==> src/core/emt_pkg.sv <==
// constants, memory type codes and helper functions for the effective memory type resolver
// Functional notes
// - page-level combining only while global cache-disable and no-writeback are both clear
// - legacy mode, both page bits 0: range type passes unchanged
// - legacy mode, page cache-disable set gives uncacheable, except two special cases
// - legacy, write-through bit alone: write-back becomes write-through, others unchanged
// - legacy, cache-disable alone on write-combining or write-protected gives write-combining
// - pages with attribute-table bit 0 always use the legacy mapping
// - table entry picked by attribute, cache-disable, write-through bits; write-back takes entry
// - uncacheable range gives uncacheable unless entry is write-combining; no cache check
// - write-combining range: strong UC, WT, WP give UC; weak UC, WC, WB give WC
// - write-through range: UC kinds UC, WC stays, WT or WB give WT, WP gives WP
// - write-protected range: UC gives UC; weak UC, WC give WC; WT gives WT; WB, WP give WP
// - uncacheable coming from page level still requires a cache check
// - a write crossing pages of different types may be issued twice; flag it
// - with cache-disable set and caches unflushed, read hits still served
// - cache-disable alone forces neither uncacheable nor strict ordering
// - no-writeback is control bit 29 and with cache-disable sets the global mode
// - page cache attributes act only with paging on and cache-disable clear
package emt_pkg;

	// ==========================================================================
	// memory type codes
	localparam logic [2:0] MT_UNCACHEABLE      = 3'h0;
	localparam logic [2:0] MT_WRITE_COMBINING  = 3'h1;
	localparam logic [2:0] MT_WRITE_THROUGH    = 3'h4;
	localparam logic [2:0] MT_WRITE_PROTECTED  = 3'h5;
	localparam logic [2:0] MT_WRITE_BACK       = 3'h6;
	localparam logic [2:0] MT_WEAK_UNCACHEABLE = 3'h7;

	// ==========================================================================
	// register map (byte addresses)
	localparam int         ADDR_W      = 12;
	localparam logic [11:0] ADDR_CTRL   = 12'h000;
	localparam logic [11:0] ADDR_ATTR   = 12'h004;
	localparam logic [11:0] ADDR_STATUS = 12'h008;
	localparam logic [11:0] ADDR_SPLIT  = 12'h00c;

	// ==========================================================================
	// control fields and reset values
	localparam int CTRL_PAGING_BIT        = 0;
	localparam int CTRL_ATTR_EN_BIT       = 1;
	localparam int CTRL_RANGE_OFF_BIT     = 2;
	localparam int CTRL_NO_WRITEBACK_BIT  = 29;
	localparam int CTRL_CACHE_DISABLE_BIT = 30;
	localparam logic [31:0] CTRL_MASK     = 32'h6000_0007;
	localparam logic [31:0] CTRL_RESET    = 32'h6000_0000;

	localparam int          ATTR_ENTRY_W = 3;
	localparam int          ATTR_ENTRIES = 8;
	localparam logic [31:0] ATTR_MASK    = 32'h00ff_ffff;
	localparam logic [31:0] ATTR_RESET   = 32'h001e_61e6;

	// ==========================================================================
	// status fields
	localparam int STAT_TYPE_LSB   = 0;
	localparam int STAT_CHECK_BIT  = 3;
	localparam int STAT_FILL_BIT   = 4;
	localparam int STAT_STRICT_BIT = 5;
	localparam int STAT_SEQ_LSB    = 8;
	localparam int SPLIT_CNT_W     = 16;

	// ==========================================================================
	// helpers
	function automatic logic mt_fills(input logic [2:0] t);
		return (t == MT_WRITE_THROUGH) || (t == MT_WRITE_PROTECTED) || (t == MT_WRITE_BACK);
	endfunction : mt_fills

	function automatic logic [2:0] mt_range_clean(input logic [2:0] t);
		// range registers never hold weak uncacheable; anything odd reads as uncacheable
		if ((t == MT_WRITE_COMBINING) || mt_fills(t))
			return t;
		return MT_UNCACHEABLE;
	endfunction : mt_range_clean

	function automatic logic [2:0] mt_entry_clean(input logic [2:0] t);
		if ((t == MT_WRITE_COMBINING) || (t == MT_WEAK_UNCACHEABLE) || mt_fills(t))
			return t;
		return MT_UNCACHEABLE;
	endfunction : mt_entry_clean

	function automatic logic [31:0] apply_strobe(input logic [31:0] old_v,
		input logic [31:0] new_v, input logic [3:0] strb, input logic [31:0] mask);
		logic [31:0] r;
		r = old_v;
		for (int i = 0; i < 4; i++) begin
			if (strb[i])
				r[i*8 +: 8] = new_v[i*8 +: 8];
		end
		return r & mask;
	endfunction : apply_strobe

endpackage : emt_pkg

==> src/core/emt_resolver.sv <==
// effective memory type resolver with apb control and status registers
//
// Register access over APB and the register addresses are this design's own decisions.
`timescale 1ns/1ps
module emt_resolver (
	input  wire logic        CLK_SYS_I,     // system clock, 50 MHz
	input  wire logic        RST_I,         // synchronous reset, active high
	// apb slave
	input  wire logic        PSEL_I,        // apb select
	input  wire logic        PENABLE_I,     // apb access phase
	input  wire logic        PWRITE_I,      // apb direction, 1 = write
	input  wire logic [11:0] PADDR_I,       // apb byte address
	input  wire logic [31:0] PWDATA_I,      // apb write data
	input  wire logic [3:0]  PSTRB_I,       // apb byte strobes
	output logic      [31:0] PRDATA_O,      // apb read data
	output logic             PREADY_O,      // apb ready
	output logic             PSLVERR_O,     // apb error
	// request from page translation
	input  wire logic        REQ_VALID_I,   // resolve request
	input  wire logic [2:0]  REQ_RANGE_I,   // range_memory_type_regs type
	input  wire logic        REQ_PCD_I,     // page_cache_disable
	input  wire logic        REQ_PWT_I,     // page_write_through
	input  wire logic        REQ_PAT_I,     // page_attribute_table bit
	input  wire logic        REQ_WRITE_I,   // access is a write
	input  wire logic        REQ_CONT_I,    // second page of a crossing access
	// result to cache and bus controllers
	output logic             RES_VALID_O,   // result pulse
	output logic      [2:0]  RES_TYPE_O,    // effective memory type
	output logic             RES_CHECK_O,   // caches must be looked up
	output logic             RES_FILL_O,    // line fill allowed
	output logic             RES_STRICT_O,  // strict ordering required
	output logic             RES_SPLIT_O,   // write goes out once per page
	// global mode and sequence events
	output logic             NO_FILL_O,     // global cache-disable active
	output logic             NO_WB_O,       // global no-writeback active
	output logic             RANGE_OFF_O,   // range registers disabled
	input  wire logic        FLUSH_DONE_I   // flush_invalidate_all_op finished, pulse
);

	// ==========================================================================
	// registers
	logic [31:0]                     ctrl_q;
	logic [31:0]                     attr_q;
	logic [emt_pkg::SPLIT_CNT_W-1:0] split_cnt_q;
	logic [3:0]                      seq_q;
	logic [31:0]                     prdata_q;
	logic                            pslverr_q;
	logic                            res_valid_q;
	logic [2:0]                      res_type_q;
	logic                            res_check_q;
	logic                            res_fill_q;
	logic                            res_strict_q;
	logic                            res_split_q;
	logic [2:0]                      last_type_q;

	// ==========================================================================
	// control fields
	logic paging_en;
	logic attr_en;
	logic range_off;
	logic no_wb;
	logic cache_dis;
	logic normal_mode;

	assign paging_en   = ctrl_q[emt_pkg::CTRL_PAGING_BIT];
	assign attr_en     = ctrl_q[emt_pkg::CTRL_ATTR_EN_BIT];
	assign range_off   = ctrl_q[emt_pkg::CTRL_RANGE_OFF_BIT];
	assign no_wb       = ctrl_q[emt_pkg::CTRL_NO_WRITEBACK_BIT];
	assign cache_dis   = ctrl_q[emt_pkg::CTRL_CACHE_DISABLE_BIT];
	assign normal_mode = !cache_dis && !no_wb;

	// ==========================================================================
	// apb decode
	logic apb_setup;
	logic apb_wr;
	logic hit_ctrl;
	logic hit_attr;
	logic hit_status;
	logic hit_split;
	logic hit_any;
	logic wr_ctrl;
	logic wr_attr;
	logic wr_split;

	assign apb_setup  = PSEL_I && !PENABLE_I;
	// zero wait states: the access phase always completes on its first edge
	assign apb_wr     = PSEL_I && PENABLE_I && PWRITE_I;
	assign hit_ctrl   = (PADDR_I == emt_pkg::ADDR_CTRL);
	assign hit_attr   = (PADDR_I == emt_pkg::ADDR_ATTR);
	assign hit_status = (PADDR_I == emt_pkg::ADDR_STATUS);
	assign hit_split  = (PADDR_I == emt_pkg::ADDR_SPLIT);
	assign hit_any    = hit_ctrl || hit_attr || hit_status || hit_split;
	assign wr_ctrl    = apb_wr && hit_ctrl;
	assign wr_attr    = apb_wr && hit_attr;
	assign wr_split   = apb_wr && hit_split;

	// ==========================================================================
	// resolve path
	logic [2:0] range_clean;
	logic [2:0] range_eff;
	logic [2:0] entry_idx;
	logic [2:0] entry_type;
	logic [2:0] legacy_type;
	logic       legacy_page;
	logic [2:0] table_type;
	logic       table_page;
	logic       page_rules;
	logic       use_table;
	logic [2:0] res_type_d;
	logic       res_from_page;
	logic       res_check_d;
	logic       res_fill_d;
	logic       res_strict_d;
	logic       res_split_d;

	// range registers turned off behave as uncacheable everywhere
	assign range_clean = emt_pkg::mt_range_clean(REQ_RANGE_I);
	assign range_eff   = range_off ? emt_pkg::MT_UNCACHEABLE : range_clean;
	assign entry_idx   = {REQ_PAT_I, REQ_PCD_I, REQ_PWT_I};
	assign entry_type  = emt_pkg::mt_entry_clean(attr_q[entry_idx*emt_pkg::ATTR_ENTRY_W +: 3]);
	assign page_rules  = normal_mode && paging_en;
	assign use_table   = attr_en && REQ_PAT_I;

	emt_legacy_map u_legacy (
		.range_i     (range_eff),
		.pcd_i       (REQ_PCD_I),
		.pwt_i       (REQ_PWT_I),
		.eff_o       (legacy_type),
		.from_page_o (legacy_page)
	);

	emt_table_map u_table (
		.range_i     (range_eff),
		.entry_i     (entry_type),
		.eff_o       (table_type),
		.from_page_o (table_page)
	);

	always_comb begin
		res_type_d    = range_eff;
		res_from_page = 1'b0;
		if (page_rules) begin
			if (use_table) begin
				res_type_d    = table_type;
				res_from_page = table_page;
			end else begin
				res_type_d    = legacy_type;
				res_from_page = legacy_page;
			end
		end
	end

	// an uncacheable result from the range side skips the cache lookup;
	// cache-disable alone keeps lookups going so read hits are still served
	assign res_check_d  = (res_type_d != emt_pkg::MT_UNCACHEABLE) || res_from_page;
	assign res_fill_d   = emt_pkg::mt_fills(res_type_d) && !cache_dis;
	// strict ordering follows only from the type, never from cache-disable
	assign res_strict_d = (res_type_d == emt_pkg::MT_UNCACHEABLE);
	// second half of a crossing write lands on a page of another type
	assign res_split_d  = REQ_CONT_I && REQ_WRITE_I && (res_type_d != last_type_q);

	// ==========================================================================
	// result registers
	always_ff @(posedge CLK_SYS_I) begin
		if (RST_I) begin
			res_valid_q <= 1'b0;
		end else begin
			res_valid_q <= REQ_VALID_I;
		end
	end

	always_ff @(posedge CLK_SYS_I) begin
		if (RST_I) begin
			res_type_q   <= emt_pkg::MT_UNCACHEABLE;
			res_check_q  <= 1'b0;
			res_fill_q   <= 1'b0;
			res_strict_q <= 1'b0;
			res_split_q  <= 1'b0;
			last_type_q  <= emt_pkg::MT_UNCACHEABLE;
		end else if (REQ_VALID_I) begin
			res_type_q   <= res_type_d;
			res_check_q  <= res_check_d;
			res_fill_q   <= res_fill_d;
			res_strict_q <= res_strict_d;
			res_split_q  <= res_split_d;
			last_type_q  <= res_type_d;
		end else begin
			res_split_q  <= 1'b0;
		end
	end

	// ==========================================================================
	// control and attribute registers
	logic [31:0] ctrl_next;

	assign ctrl_next = emt_pkg::apply_strobe(ctrl_q, PWDATA_I, PSTRB_I, emt_pkg::CTRL_MASK);

	always_ff @(posedge CLK_SYS_I) begin
		if (RST_I) begin
			ctrl_q <= emt_pkg::CTRL_RESET;
		end else if (wr_ctrl) begin
			ctrl_q <= ctrl_next;
		end
	end

	always_ff @(posedge CLK_SYS_I) begin
		if (RST_I) begin
			attr_q <= emt_pkg::ATTR_RESET;
		end else if (wr_attr) begin
			attr_q <= emt_pkg::apply_strobe(attr_q, PWDATA_I, PSTRB_I, emt_pkg::ATTR_MASK);
		end
	end

	// ==========================================================================
	// split write counter, saturating; a clear in the same cycle as a count restarts it at one
	always_ff @(posedge CLK_SYS_I) begin
		if (RST_I) begin
			split_cnt_q <= '0;
		end else if (REQ_VALID_I && res_split_d) begin
			if (wr_split)
				split_cnt_q <= {{(emt_pkg::SPLIT_CNT_W-1){1'b0}}, 1'b1};
			else if (split_cnt_q != {emt_pkg::SPLIT_CNT_W{1'b1}})
				split_cnt_q <= split_cnt_q + 1'b1;
		end else if (wr_split) begin
			split_cnt_q <= '0;
		end
	end

	// ==========================================================================
	// disable sequence tracker
	// seq bit 0: no-fill mode entered, bit 1: first flush, bit 2: range off, bit 3: second flush
	// progress is only observed, software ordering is not enforced
	logic cd_next;
	logic nw_next;
	logic ro_next;
	logic [3:0] seq_d;

	assign cd_next = wr_ctrl ? ctrl_next[emt_pkg::CTRL_CACHE_DISABLE_BIT] : cache_dis;
	assign nw_next = wr_ctrl ? ctrl_next[emt_pkg::CTRL_NO_WRITEBACK_BIT] : no_wb;
	assign ro_next = wr_ctrl ? ctrl_next[emt_pkg::CTRL_RANGE_OFF_BIT] : range_off;

	always_comb begin
		seq_d = seq_q;
		if (!cd_next)
			seq_d = 4'h0;
		if (cd_next && !nw_next)
			seq_d[0] = 1'b1;
		if (FLUSH_DONE_I && seq_q[0])
			seq_d[1] = 1'b1;
		if (ro_next && seq_q[1])
			seq_d[2] = 1'b1;
		if (FLUSH_DONE_I && seq_q[2])
			seq_d[3] = 1'b1;
	end

	always_ff @(posedge CLK_SYS_I) begin
		if (RST_I) begin
			seq_q <= 4'h0;
		end else begin
			seq_q <= seq_d;
		end
	end

	// ==========================================================================
	// apb read data, captured in the setup cycle
	logic [31:0] status_word;
	logic [31:0] rd_word;

	always_comb begin
		status_word = 32'h0000_0000;
		status_word[emt_pkg::STAT_TYPE_LSB +: 3]  = last_type_q;
		status_word[emt_pkg::STAT_CHECK_BIT]      = res_check_q;
		status_word[emt_pkg::STAT_FILL_BIT]       = res_fill_q;
		status_word[emt_pkg::STAT_STRICT_BIT]     = res_strict_q;
		status_word[emt_pkg::STAT_SEQ_LSB +: 4]   = seq_q;
	end

	always_comb begin
		rd_word = 32'h0000_0000;
		if (hit_ctrl)
			rd_word = ctrl_q;
		else if (hit_attr)
			rd_word = attr_q;
		else if (hit_status)
			rd_word = status_word;
		else if (hit_split)
			rd_word = {{(32-emt_pkg::SPLIT_CNT_W){1'b0}}, split_cnt_q};
	end

	always_ff @(posedge CLK_SYS_I) begin
		if (RST_I) begin
			prdata_q <= 32'h0000_0000;
		end else if (apb_setup) begin
			prdata_q <= PWRITE_I ? 32'h0000_0000 : rd_word;
		end
	end

	// unmapped addresses and writes to the status word answer with an error
	always_ff @(posedge CLK_SYS_I) begin
		if (RST_I) begin
			pslverr_q <= 1'b0;
		end else if (apb_setup) begin
			pslverr_q <= !hit_any || (PWRITE_I && hit_status);
		end
	end

	// ==========================================================================
	// outputs
	assign PRDATA_O     = prdata_q;
	assign PREADY_O     = 1'b1;
	assign PSLVERR_O    = pslverr_q && PSEL_I && PENABLE_I;
	assign RES_VALID_O  = res_valid_q;
	assign RES_TYPE_O   = res_type_q;
	assign RES_CHECK_O  = res_check_q;
	assign RES_FILL_O   = res_fill_q;
	assign RES_STRICT_O = res_strict_q;
	assign RES_SPLIT_O  = res_split_q;
	assign NO_FILL_O    = cache_dis;
	assign NO_WB_O      = no_wb;
	assign RANGE_OFF_O  = range_off;

endmodule : emt_resolver

==> src/core/emt_legacy_map.sv <==
// legacy mapping of range type and page cache bits to an effective type
`timescale 1ns/1ps
module emt_legacy_map (
	input  wire logic [2:0] range_i,      // cleaned range type
	input  wire logic       pcd_i,        // page_cache_disable
	input  wire logic       pwt_i,        // page_write_through
	output logic      [2:0] eff_o,        // effective type
	output logic            from_page_o   // uncacheable caused by page bits
);

	// ==========================================================================
	// mapping
	always_comb begin
		eff_o       = range_i;
		from_page_o = 1'b0;
		if (!pcd_i && !pwt_i) begin
			eff_o = range_i;
		end else if (pcd_i) begin
			if (!pwt_i && ((range_i == emt_pkg::MT_WRITE_COMBINING) ||
				(range_i == emt_pkg::MT_WRITE_PROTECTED))) begin
				eff_o = emt_pkg::MT_WRITE_COMBINING;
			end else begin
				eff_o       = emt_pkg::MT_UNCACHEABLE;
				from_page_o = (range_i != emt_pkg::MT_UNCACHEABLE);
			end
		end else begin
			eff_o = (range_i == emt_pkg::MT_WRITE_BACK) ? emt_pkg::MT_WRITE_THROUGH : range_i;
		end
	end

endmodule : emt_legacy_map

==> src/core/emt_table_map.sv <==
// attribute-table mapping of range type and selected entry type to an effective type
`timescale 1ns/1ps
module emt_table_map (
	input  wire logic [2:0] range_i,      // cleaned range type
	input  wire logic [2:0] entry_i,      // cleaned table entry type
	output logic      [2:0] eff_o,        // effective type
	output logic            from_page_o   // uncacheable caused by the entry
);

	// ==========================================================================
	// mapping
	always_comb begin
		eff_o       = emt_pkg::MT_UNCACHEABLE;
		from_page_o = 1'b0;
		unique case (range_i)
			emt_pkg::MT_UNCACHEABLE: begin
				// an uncacheable result is never cached, so no cache check; a write-combining result is still checked
				eff_o = (entry_i == emt_pkg::MT_WRITE_COMBINING) ?
					emt_pkg::MT_WRITE_COMBINING : emt_pkg::MT_UNCACHEABLE;
			end
			emt_pkg::MT_WRITE_COMBINING: begin
				if ((entry_i == emt_pkg::MT_WEAK_UNCACHEABLE) ||
					(entry_i == emt_pkg::MT_WRITE_COMBINING) ||
					(entry_i == emt_pkg::MT_WRITE_BACK)) begin
					eff_o = emt_pkg::MT_WRITE_COMBINING;
				end else begin
					from_page_o = 1'b1;
				end
			end
			emt_pkg::MT_WRITE_THROUGH: begin
				if (entry_i == emt_pkg::MT_WRITE_COMBINING || entry_i == emt_pkg::MT_WRITE_PROTECTED)
					eff_o = entry_i;
				else if (entry_i == emt_pkg::MT_WRITE_THROUGH || entry_i == emt_pkg::MT_WRITE_BACK)
					eff_o = emt_pkg::MT_WRITE_THROUGH;
				else
					from_page_o = 1'b1;
			end
			emt_pkg::MT_WRITE_PROTECTED: begin
				if (entry_i == emt_pkg::MT_UNCACHEABLE)
					from_page_o = 1'b1;
				else if (entry_i == emt_pkg::MT_WEAK_UNCACHEABLE || entry_i == emt_pkg::MT_WRITE_COMBINING)
					eff_o = emt_pkg::MT_WRITE_COMBINING;
				else if (entry_i == emt_pkg::MT_WRITE_THROUGH)
					eff_o = emt_pkg::MT_WRITE_THROUGH;
				else
					eff_o = emt_pkg::MT_WRITE_PROTECTED;
			end
			emt_pkg::MT_WRITE_BACK: begin
				if (entry_i == emt_pkg::MT_WEAK_UNCACHEABLE || entry_i == emt_pkg::MT_UNCACHEABLE)
					from_page_o = 1'b1;
				else
					eff_o = entry_i;
			end
			default: begin
				eff_o       = emt_pkg::MT_UNCACHEABLE;
				from_page_o = 1'b0;
			end
		endcase
	end

endmodule : emt_table_map

==> config.mk <==
export PLATFORM = sky130hd
export DESIGN_NAME = emt_resolver
export DESIGN_NICKNAME = d
export VERILOG_FILES = /design/src/core/emt_pkg.sv /design/src/core/emt_resolver.sv /design/src/core/emt_legacy_map.sv /design/src/core/emt_table_map.sv
export SDC_FILE = /design/constraint.sdc
export NUM_CORES = 1
export LEC_CHECK = 0
export BUFFER_PORTS_ARGS = -buffer_cell sky130_fd_sc_hd__buf_2
export CORE_MARGIN = 2
export CORE_UTILIZATION = 54
export CTS_BUF_LIST = sky130_fd_sc_hd__clkbuf_8 sky130_fd_sc_hd__clkbuf_16
export CTS_CLUSTER_SIZE = 12
export DETAILED_ROUTE_END_ITERATION = 8
export GPL_TIMING_DRIVEN = 0
export HOLD_SLACK_MARGIN = 0.08
export PLACE_DENSITY = 0.8
export SETUP_SLACK_MARGIN = 0.5
export SLEW_MARGIN = 30
export SYNTH_ARGS = -nofsm -noshare
export SYNTH_HDL_FRONTEND = slang
export SYNTH_HIERARCHICAL = 1
export SYNTH_SLANG_ARGS = --single-unit
export TNS_END_PERCENT = 50
==> constraint.sdc <==
create_clock -name CLK_SYS_I -period 4.3 [get_ports CLK_SYS_I]
set_clock_uncertainty 0.1 [all_clocks]
set_input_delay 0.215 -clock CLK_SYS_I [delete_from_list [all_inputs] [get_ports CLK_SYS_I]]
set_output_delay 0.215 -clock CLK_SYS_I [all_outputs]
set_load 0.01 [all_outputs]
Word-level counts from Yosys, hierarchy flattened --
Cells that the tools add are included.
Storage, ports and cells: register bits after elaboration 90, latch bits 0, RAM bits 0, ROM bits 0, input port bits 63, output and inout port bits 45, word-level logic and storage cells 167, memories 0
Operators by class: add/subtract/negate cells 1, $mul 1, divide/modulo/power cells 0, $lt $le $gt $ge 0, eq/ne operators 30, shift-type cells 1, muxes and demuxes 52, bitwise gates (word level) 1, reductions and logical operators 63
Operator list (count):
- 16-bit 2-to-1 mux | 6
- 3-bit == test (second input constant) | 17
- 3-bit 2-to-1 mux | 16
- 32-bit 2-to-1 mux | 1
- 32-bit by 6-bit variable part select with 3-bit output | 1
- 31-bit 2-to-1 mux | 1
- 12-bit by 4-bit == test with 1-bit output (second input constant) | 2
- 24-bit 2-to-1 mux | 1
- 1-bit 2-to-1 mux | 23
- 1-bit logical AND | 22
- 1-bit logical OR | 20
- 16-bit by 1-bit adder with 16-bit output (second input constant) | 1
- 16-bit != test (second input constant) | 1
- 3-bit case mux with 5 select lines | 1
- 12-bit by 3-bit == test with 1-bit output (second input constant) | 1
- 3-bit by 1-bit == test with 1-bit output (second input constant) | 4
- 12-bit zero test | 1
- 2-bit AND reduction | 5
- 3-bit zero test | 3
- 2-bit by 1-bit != test with 1-bit output (second input constant) | 4
- 1-bit zero test | 7
- 7-bit 2-to-1 mux | 1
- 3-bit nonzero test | 2
- 3-bit by 2-bit multiplier with 5-bit output (second input constant) | 1
- other kinds (6) | 7

Logic depth before layout (Yosys ltp) --
Gate-level depths: netlist (run 1).
depth in word-level cells 20, mapped depth 16, depth with buffers taken out 13

Hierarchy --
Netlist (run 1), hierarchy kept.
By module, submodules not included:
- emt_resolver | instances 1, cells each 472, area each 4174.0 sq um, sequential area each 1681.6 sq um
- emt_table_map | instances 1, cells each 24, area each 158.9 sq um, sequential area each 0.0 sq um
- emt_legacy_map | instances 1, cells each 8, area each 50.0 sq um, sequential area each 0.0 sq um

Worst setup path before layout (run 1) --
OpenSTA, ideal clock, no wires.
kind input to register, from input port REQ_PWT_I, to register split_cnt_q[14] (netlist name), library setup time 0.116 ns, data arrival time 3.319 ns, data required time 4.084 ns, setup slack 0.764 ns, stages 13, path buffers 2, cells stage by stage clkbuf_1 mux4_2 mux2_2 nor2b_1 buf_6 o22a_1 o311ai_0 nand3_1 a211o_1 o2111ai_2 nor3_4 or4b_1 o211a_1
On the way: longest elaborated chain between the ends 20, elaborated cells on any way between the ends 48, those cells by class 1 x mul; 11 x eq/ne; 1 x shift; 18 x mux; 17 x reduce/logical
Ends and longest elaborated chain:
- start: declaration | line emt_resolver.sv:22 | input wire logic REQ_PWT_I,
- 3-bit by 2-bit multiplier with 5-bit output (*) | line emt_resolver.sv:120 | assign entry_type = emt_pkg::mt_entry_clean(attr_q[entry_idx*emt_pkg::ATTR_ENTRY_W +: 3]);
- 32-bit by 6-bit variable part select with 3-bit output (*) | line emt_resolver.sv:120
- 3-bit == test | line emt_pkg.sv:66 | return (t == MT_WRITE_THROUGH) || (t == MT_WRITE_PROTECTED) || (t == MT_WRITE_BACK);
- 1-bit logical OR (2 in series) | line emt_pkg.sv:66
- 1-bit logical OR | line emt_pkg.sv:77 | if ((t == MT_WRITE_COMBINING) || (t == MT_WEAK_UNCACHEABLE) || mt_fills(t))
- 1-bit 2-to-1 mux | line emt_pkg.sv:77
- 3-bit 2-to-1 mux (*) | line emt_pkg.sv:79 | return MT_UNCACHEABLE;
- net entry_type[2] | line emt_resolver.sv:102 | logic [2:0] entry_type;
- (+5 left out)
- net table_type[0] | line emt_resolver.sv:105 | logic [2:0] table_type;
- 3-bit 2-to-1 mux (*) | line emt_resolver.sv:143 | if (use_table) begin
- 3-bit 2-to-1 mux (*) | line emt_resolver.sv:142 | if (page_rules) begin
- 3-bit != test (*) | line emt_resolver.sv:160 | assign res_split_d = REQ_CONT_I && REQ_WRITE_I && (res_type_d != last_type_q);
- 1-bit logical AND (*) | line emt_resolver.sv:160
- 1-bit logical AND (*) | line emt_resolver.sv:219 | end else if (REQ_VALID_I && res_split_d) begin
- 2-bit nonzero test (no line)
- 2-bit AND reduction (no line)
- end signal: assignment | line emt_resolver.sv:221 | split_cnt_q <= {{(emt_pkg::SPLIT_CNT_W-1){1'b0}}, 1'b1};
- end signal: assignment | line emt_resolver.sv:223 | split_cnt_q <= split_cnt_q + 1'b1;
- end: declaration | line emt_resolver.sv:44 | logic [emt_pkg::SPLIT_CNT_W-1:0] split_cnt_q;
The timed path passes the listed nets; every way through them passes the cells marked *. The select of a mux whose other input is x is not followed. A chain may end at the register's enable or synchronous reset.

Worst setup path in the final report (run 1) --
from register attr_q[11], to register split_cnt_q[14] (netlist name)
On the way: longest elaborated chain between the ends 19, elaborated cells on any way between the ends 41, those cells by class 11 x eq/ne; 1 x shift; 15 x mux; 14 x reduce/logical
Ends and longest elaborated chain:
- start: declaration | line emt_resolver.sv:43 | logic [31:0] attr_q;
- start signal: assignment | line emt_resolver.sv:208 | attr_q <= emt_pkg::ATTR_RESET;
- start signal: assignment | line emt_resolver.sv:210 | attr_q <= emt_pkg::apply_strobe(attr_q, PWDATA_I, PSTRB_I, emt_pkg::ATTR_MASK);
- 32-bit by 6-bit variable part select with 3-bit output (*) | line emt_resolver.sv:120
- 3-bit == test | line emt_pkg.sv:66
- 1-bit logical OR (2 in series) | line emt_pkg.sv:66
- 1-bit logical OR | line emt_pkg.sv:77
- 1-bit 2-to-1 mux | line emt_pkg.sv:77
- 3-bit 2-to-1 mux (*) | line emt_pkg.sv:79
- net entry_type[2] | line emt_resolver.sv:102
- 3-bit == test, or another cell as far along | line emt_table_map.sv:43 | else if (entry_i == emt_pkg::MT_WRITE_THROUGH)
- (+4 left out)
- net table_type[0] | line emt_resolver.sv:105
- 3-bit 2-to-1 mux (*) | line emt_resolver.sv:143
- 3-bit 2-to-1 mux (*) | line emt_resolver.sv:142
- 3-bit != test (*) | line emt_resolver.sv:160
- 1-bit logical AND (*) | line emt_resolver.sv:160
- 1-bit logical AND (*) | line emt_resolver.sv:219
- 2-bit nonzero test (no line)
- 2-bit AND reduction (no line)
Marks and branches as above.

==> flow_metrics.tcl, run 1 <==
set metrics [dict create \
    synth_compound_area_frac 0.180 \
    min_period_ns 3.66 \
    final_util 0.704 \
    relSlewSlack 0.522 \
    synth_edf_count 0 \
    area_growth_pct 25.5 \
    critPathRequiredTime_ns 4.46 \
    ant_nets 0 \
    switching_power_w 0.000428 \
    synth-simple-area-share 0.270 \
    drtIter0Drc 361 \
    max_freq_mhz 273 \
    slowest_stage "or4b_4" \
    final.setup.worst_slack_ns 0.636 \
    clockPowerShare 0.346 \
    muxShareOfSynthArea 0.111 \
    ys_seq_area_frac 0.384 \
    cp-start-kind "flip-flop" \
    synth_cell_type_count 64 \
    path_cells "mux4_2 -> mux2_4 -> nor2b_1 -> buf_6 -> o22a_1 -> o311ai_2 -> nand3_1 -> a211o_1 -> o2111ai_4 -> nor3_4 -> buf_4 -> or4b_4 -> o211a_1" \
    numCtsBuffers 9 \
    switching_share 0.282 \
    hold_path_class "input port to flip-flop" \
    synthTopCellsByCount "dfxtp_1, nand2_1, a21oi_1, nor2_1" \
    clock_latency_ns 0.36 \
    cpLargestDelayFamily "compound AO/OA/AOI/OAI gates" \
    use_met2 0.504 \
    cts.sinks 84 \
    via_per_inst 5.93 \
    ios 108 \
    use_met1 0.381 \
    setup_tns_ns 0 \
    power_frac_seq 0.519 \
    cts_tree "yes" \
    wl_um 12900 \
    cts_max_level 3 \
    core_area_um2 7810 \
    synth_top_area_frac 0.384 \
    start_util 0.561 \
    vias 4449 \
    synth_area_leaders "dfxtp_1, nand2_1, mux2i_1" \
    synth-xor-area-share 0 \
    dp.cells 703 \
    hold_viol_final 0 \
    port_buffers 92 \
    yosys_warnings 6 \
    ys_ff_latch 84 \
    cp_num_buf_inv 2 \
    synthAdderAreaFrac 0.00285 \
    wl_per_cell_um 17.2 \
    reg2reg_slack_ns 0.64 \
    synthArstFlopShare 0 \
    antenna_found_initial 0 \
    synth_area_per_cell_um2 8.70 \
    status "finished clean" \
    setup-violations-final 0 \
    yosys.area.top_type "dfxtp_1" \
    grt_pass1_wl_um 20200 \
    fill_cells 624 \
    die-area_um2 8850 \
    die_y_um 94.1 \
    cts_root_buf "clkbuf_8" \
    first_pass_iters 5 \
    synth_top_family_by_area "simple AND/OR/NAND/NOR gates" \
    p_comb_frac 0.134 \
    layout.cells.non_filler 750 \
    post-dp-hpwl_um 9420 \
    power.density_nw_per_um2 275 \
    num_antenna_cells 0 \
    worstPathArrival_ns 3.83 \
    drive_above_1_share 0.273 \
    rows 32 \
    drc_errors 0 \
    criticalPathCategory "flip-flop to flip-flop" \
    grt_overflow 0 \
    final_max_slew_viol_count 0 \
    end_kind "flip-flop" \
    top_usage_layer "met2" \
    gr-usage-met3 0.0482 \
    synth_flop_cell "dfxtp_1" \
    place_ws_ns 0.0335 \
    syn-instance-count 504 \
    clkSlewWorstSetupHoldPaths_ns 0.10 \
    syn-cell-area_um2 4380 \
    grt_pass1_vias 4240 \
    rsz0062_at_grt "no" \
    grt.total_usage 0.297 \
    nNetsFinal 707 \
    leakagePower_nw 2.23 \
    tightest_slew_ns 0.711 \
    fp.dieW_um 94.1 \
    drv_cap 0 \
    finalCritPeriodShare 0.852 \
    cpPeakStageDelay_ns 0.50 \
    cts_buffer_depth 2 \
    critPathMaxFanout 7 \
    yosysMostFrequentCell "dfxtp_1" \
    place.gp.congestion 0.895 \
    grt_max_degree 16 \
    peakVddDrop_uv 206 \
    p_int_w 0.00109 \
]
==> worst min-delay path, cell delays in order <==
cell and delay (ns):
buf_2 0.09, mux2_2 0.19, nand2b_1 0.11
==> through the flow <==
step | hold WS, ns | total power [W] | area, um2
floorplan | 0.239 | 0.000910 | 4400
global placement | 0.324 | 0.000970 | 4990
detailed placement | 0.327 | 0.000975 | 4990
CTS | 0.158 | 0.00149 | 5430
global route | 0.192 | 0.00156 | 5500
finish | 0.180 | 0.00151 | 5500
==> timing repair <==
action	4_1_cts	5_1_grt
setup buffers	0	5
endpoints found under the setup margin	10	17
hold buffers	26	0
gates resized for setup	2	9
pin swaps	0	6
endpoints found under the hold margin	29	0
==> cell usage in the layout (no fill, tap or decap), types with 3 or more instances in the layout <==
| cell type | instances |
|---|---|
| buf_2 | 97 |
| nand2_1 | 82 |
| dfxtp_1 | 81 |
| a21oi_1 | 39 |
| nor2_1 | 32 |
| dlygate4sd3_1 | 26 |
| mux2i_1 | 24 |
| nand3_1 | 24 |
| a22oi_1 | 24 |
| clkbuf_1 | 17 |
| buf_4 | 13 |
| nand4_1 | 10 |
| o21ai_0 | 10 |
| mux2_2 | 9 |
| clkbuf_8 | 9 |
| nand2b_1 | 8 |
| nor2b_1 | 7 |
| and2_1 | 7 |
| o31ai_1 | 7 |
| conb_1 | 7 |
| mux4_2 | 6 |
| inv_1 | 6 |
| and3_1 | 5 |
| nor3_1 | 5 |
| or3_1 | 5 |
| or4_1 | 5 |
| buf_6 | 4 |
| o21ai_1 | 4 |
| a21bo_2 | 3 |
| or2_2 | 3 |
| a211o_1 | 3 |
| o211a_1 | 3 |
| o2111ai_1 | 3 |
| or4b_1 | 3 |
| dfxtp_2 | 3 |
| clkinvlp_4 | 3 |
==> power by group through the flow <==
stage          logic [W]  clock network [W]  registers, W
3_5_place_dp    0.000171                  0      0.000804
3_3_place_gp    0.000166                  0      0.000804
2_1_floorplan   0.000105                  0      0.000805
5_1_grt         0.000218           0.000554      0.000787
6_report        0.000204           0.000524      0.000786
4_1_cts         0.000190           0.000517      0.000786
==> area by class of cell <==
| class | count | area [um2] | share of cell area |
|---|---|---|---|
| Buffer | 37 | 208 | 0.0378 |
| Clock buffer | 9 | 124 | 0.0225 |
| Clock inverter | 7 | 52.6 | 0.00956 |
| Inverter | 5 | 18.8 | 0.00341 |
| Multi-Input combinational cell | 383 | 2520 | 0.459 |
| Sequential cell | 84 | 1690 | 0.306 |
| Tap cell | 102 | 128 | 0.0232 |
| Timing Repair Buffer | 123 | 758 | 0.138 |
==> worst paths after layout <==
| check | startpoint | to | cells after the start |
|---|---|---|---|
| worst max-delay path | attr_q[11] | split_cnt_q[14] | 13 |
| worst min register to register | PRDATA_O[11] | PRDATA_O[11] | 2 |
| worst min-delay path | PWDATA_I[30] | ctrl_q[30] | 3 |
| worst max register to register | attr_q[11] | split_cnt_q[14] | 13 |
==> cell families (layout without fill, tap and decap cells) <==
kind of cell / count (synthesis) / count (layout)
adders and majority gates: 1 / 1
AOI/OAI and AO/OA: 115 / 115
buffers and inverters: 42 / 181
other: 2 / 7
DFF: 84 / 84
muxes: 40 / 40
and+or+nand+nor: 220 / 220
==> routing by layer <==
layer / up-vias / wire length, um
met5: - / 0
met4: 0 / 309
met3: 41 / 998
met2: 243 / 6100
met1: 2050 / 5490
li1: 2115 / -
==> state kept, by name (all words and copies together) (netlist names) <==
register / cells
split_cnt_q: 16
PRDATA_O: 26
RES_STRICT_O: 1
ctrl_q: 5
seq_q: 4
last_type_q: 3
RES_SPLIT_O: 1
RES_CHECK_O: 1
pslverr_q: 1
RES_VALID_O: 1
RES_FILL_O: 1
attr_q: 24
Note: power is estimated with default switching activity, not from simulation.
==> run 2, diff against run 1 <==
==> constraint.sdc (replaced) <==
create_clock -name CLK_SYS_I -period 4.3 [get_ports CLK_SYS_I]
set_clock_uncertainty 0.1 [all_clocks]
set_input_delay 0.43 -clock CLK_SYS_I [delete_from_list [all_inputs] [get_ports CLK_SYS_I]]
set_output_delay 0.43 -clock CLK_SYS_I [all_outputs]
set_load 0.01 [all_outputs]
==> run 2 against run 1 <==
Clock power down 0.8%. Sequential cell count unchanged. Via count down 2.6%. Sequential share of layout area up 1.4 points. Register-to-register slack better by 0.02 ns.
==> flow_metrics.tcl, run 2 (synthesized netlist as in run 1, its figures left out) <==
set metrics [dict create \
    cts_buffer_depth 2 \
    hold_viol_final 0 \
    finalPower_w 0.00149 \
    core_area_um2 7810 \
    cp-start-kind "flip-flop" \
    vias 4335 \
    final_max_slew_viol_count 0 \
    fp.dieW_um 94.1 \
    port_buffers 92 \
    grt_pass1_vias 4104 \
    end_kind "flip-flop" \
    grt_pass1_wl_um 19800 \
    cts_root_buf "clkbuf_8" \
    cts.sinks 84 \
    via_per_inst 5.98 \
    leakagePower_nw 2.13 \
    layout.cells.non_filler 725 \
    worstPathArrival_ns 3.83 \
    tightest_slew_ns 0.679 \
    drtIter0Drc 340 \
    criticalPathCategory "flip-flop to flip-flop" \
    dp.cells 703 \
    drc_errors 0 \
    grt_overflow 0 \
    num_antenna_cells 0 \
    finalCritPeriodShare 0.847 \
    clock_latency_ns 0.36 \
    min_period_ns 3.64 \
    final_common_cell "buf_2" \
    place.gp.congestion 0.895 \
    ant_nets 0 \
    final_cell_mix "buf_2, dfxtp_1, nand2_1, a21oi_1, nor2_1" \
    cts_tree "yes" \
    area_growth_pct 19.9 \
    max_freq_mhz 275 \
    largest_reg_flops 26 \
    place_ws_ns -0.181 \
    critPathRequiredTime_ns 4.48 \
    wl_um 12500 \
    peakVddDrop_uv 205 \
    rsz0062_at_grt "yes" \
    ios 108 \
    setup-violations-final 0 \
    hold_path_class "input port to flip-flop" \
    rows 32 \
    cts_max_level 3 \
    start_util 0.561 \
    grt.total_usage 0.290 \
    drv_cap 0 \
    final_util 0.673 \
    status "finished clean" \
    critPathMaxFanout 9 \
    grt_max_degree 16 \
    power.density_nw_per_um2 284 \
    die_y_um 94.1 \
    post-dp-hpwl_um 9420 \
    final.setup.worst_slack_ns 0.657 \
    antenna_found_initial 0 \
    die-area_um2 8850 \
    numCtsBuffers 9 \
    nNetsFinal 682 \
    whs_ns 0.174 \
    relSlewSlack 0.543 \
    clkSlewWorstSetupHoldPaths_ns 0.10 \
    drive_above_1_share 0.283 \
    wl_per_cell_um 17.2 \
    first_pass_iters 6 \
]
run 2: final timing paths:
check,slack (ns),depth (start not counted),from,end
max,0.66,13,attr_q[11],split_cnt_q[4]
min,0.17,3,PWDATA_I[13],attr_q[13]
max reg2reg,0.66,13,attr_q[11],split_cnt_q[4]
min reg2reg,0.36,2,PRDATA_O[11],PRDATA_O[11]
run 2: per-stage QoR:
step | area, um2 | TNS, ns
after global routing | 5250 | 0
after detailed placement | 4990 | -1.38
after floorplan | 4400 | 0
after global placement | 4990 | -0.0678
final | 5250 | 0
after CTS | 5180 | 0
run 2: power breakdown:
| group | internal (W) | switching, W |
|---|---|---|
| logic | 0.0000788 | 0.000107 |
| clock network | 0.000213 | 0.000307 |
| registers | 0.000781 | 0.00000476 |
| total | 0.00107 | 0.000419 |
run 2: cell type report:
cell class / count / area (um2)
Clock inverter: 7 / 52.6
Buffer: 37 / 220
Tap cell: 102 / 128
Multi-Input combinational cell: 383 / 2520
Sequential cell: 84 / 1680
Timing Repair Buffer: 98 / 505
Clock buffer: 9 / 124
Fill cell: 669 / 2550
Inverter: 5 / 18.8
run 2: repair_timing:
item | in CTS | in global routing
endpoints found under the setup margin | 17 | 16
pin swaps | 1 | 8
gates resized for setup | 5 | 10
hold buffers | 0 | 0
setup buffers | 1 | 5
run 2: critical path, stage by stage, from the launching register on:
cell	delay, ns
dfxtp_2	0.34
mux4_2	0.48
mux2_4	0.31
nor2b_1	0.15
buf_6	0.14
o22a_1	0.20
o311ai_2	0.29
nand3_1	0.17
a211o_1	0.37
o2111ai_4	0.10
nor3_4	0.12
buf_4	0.15
or4_1	0.49
a21oi_1	0.13
run 2: per-layer routing:
layer	global-route usage	part of all wire	vias to the layer above
li1	-	-	2068
met1	0.378	0.41	1979
met2	0.480	0.46	252
met3	0.0530	0.099	36
met4	0.103	0.022	0
met5	0	0	-
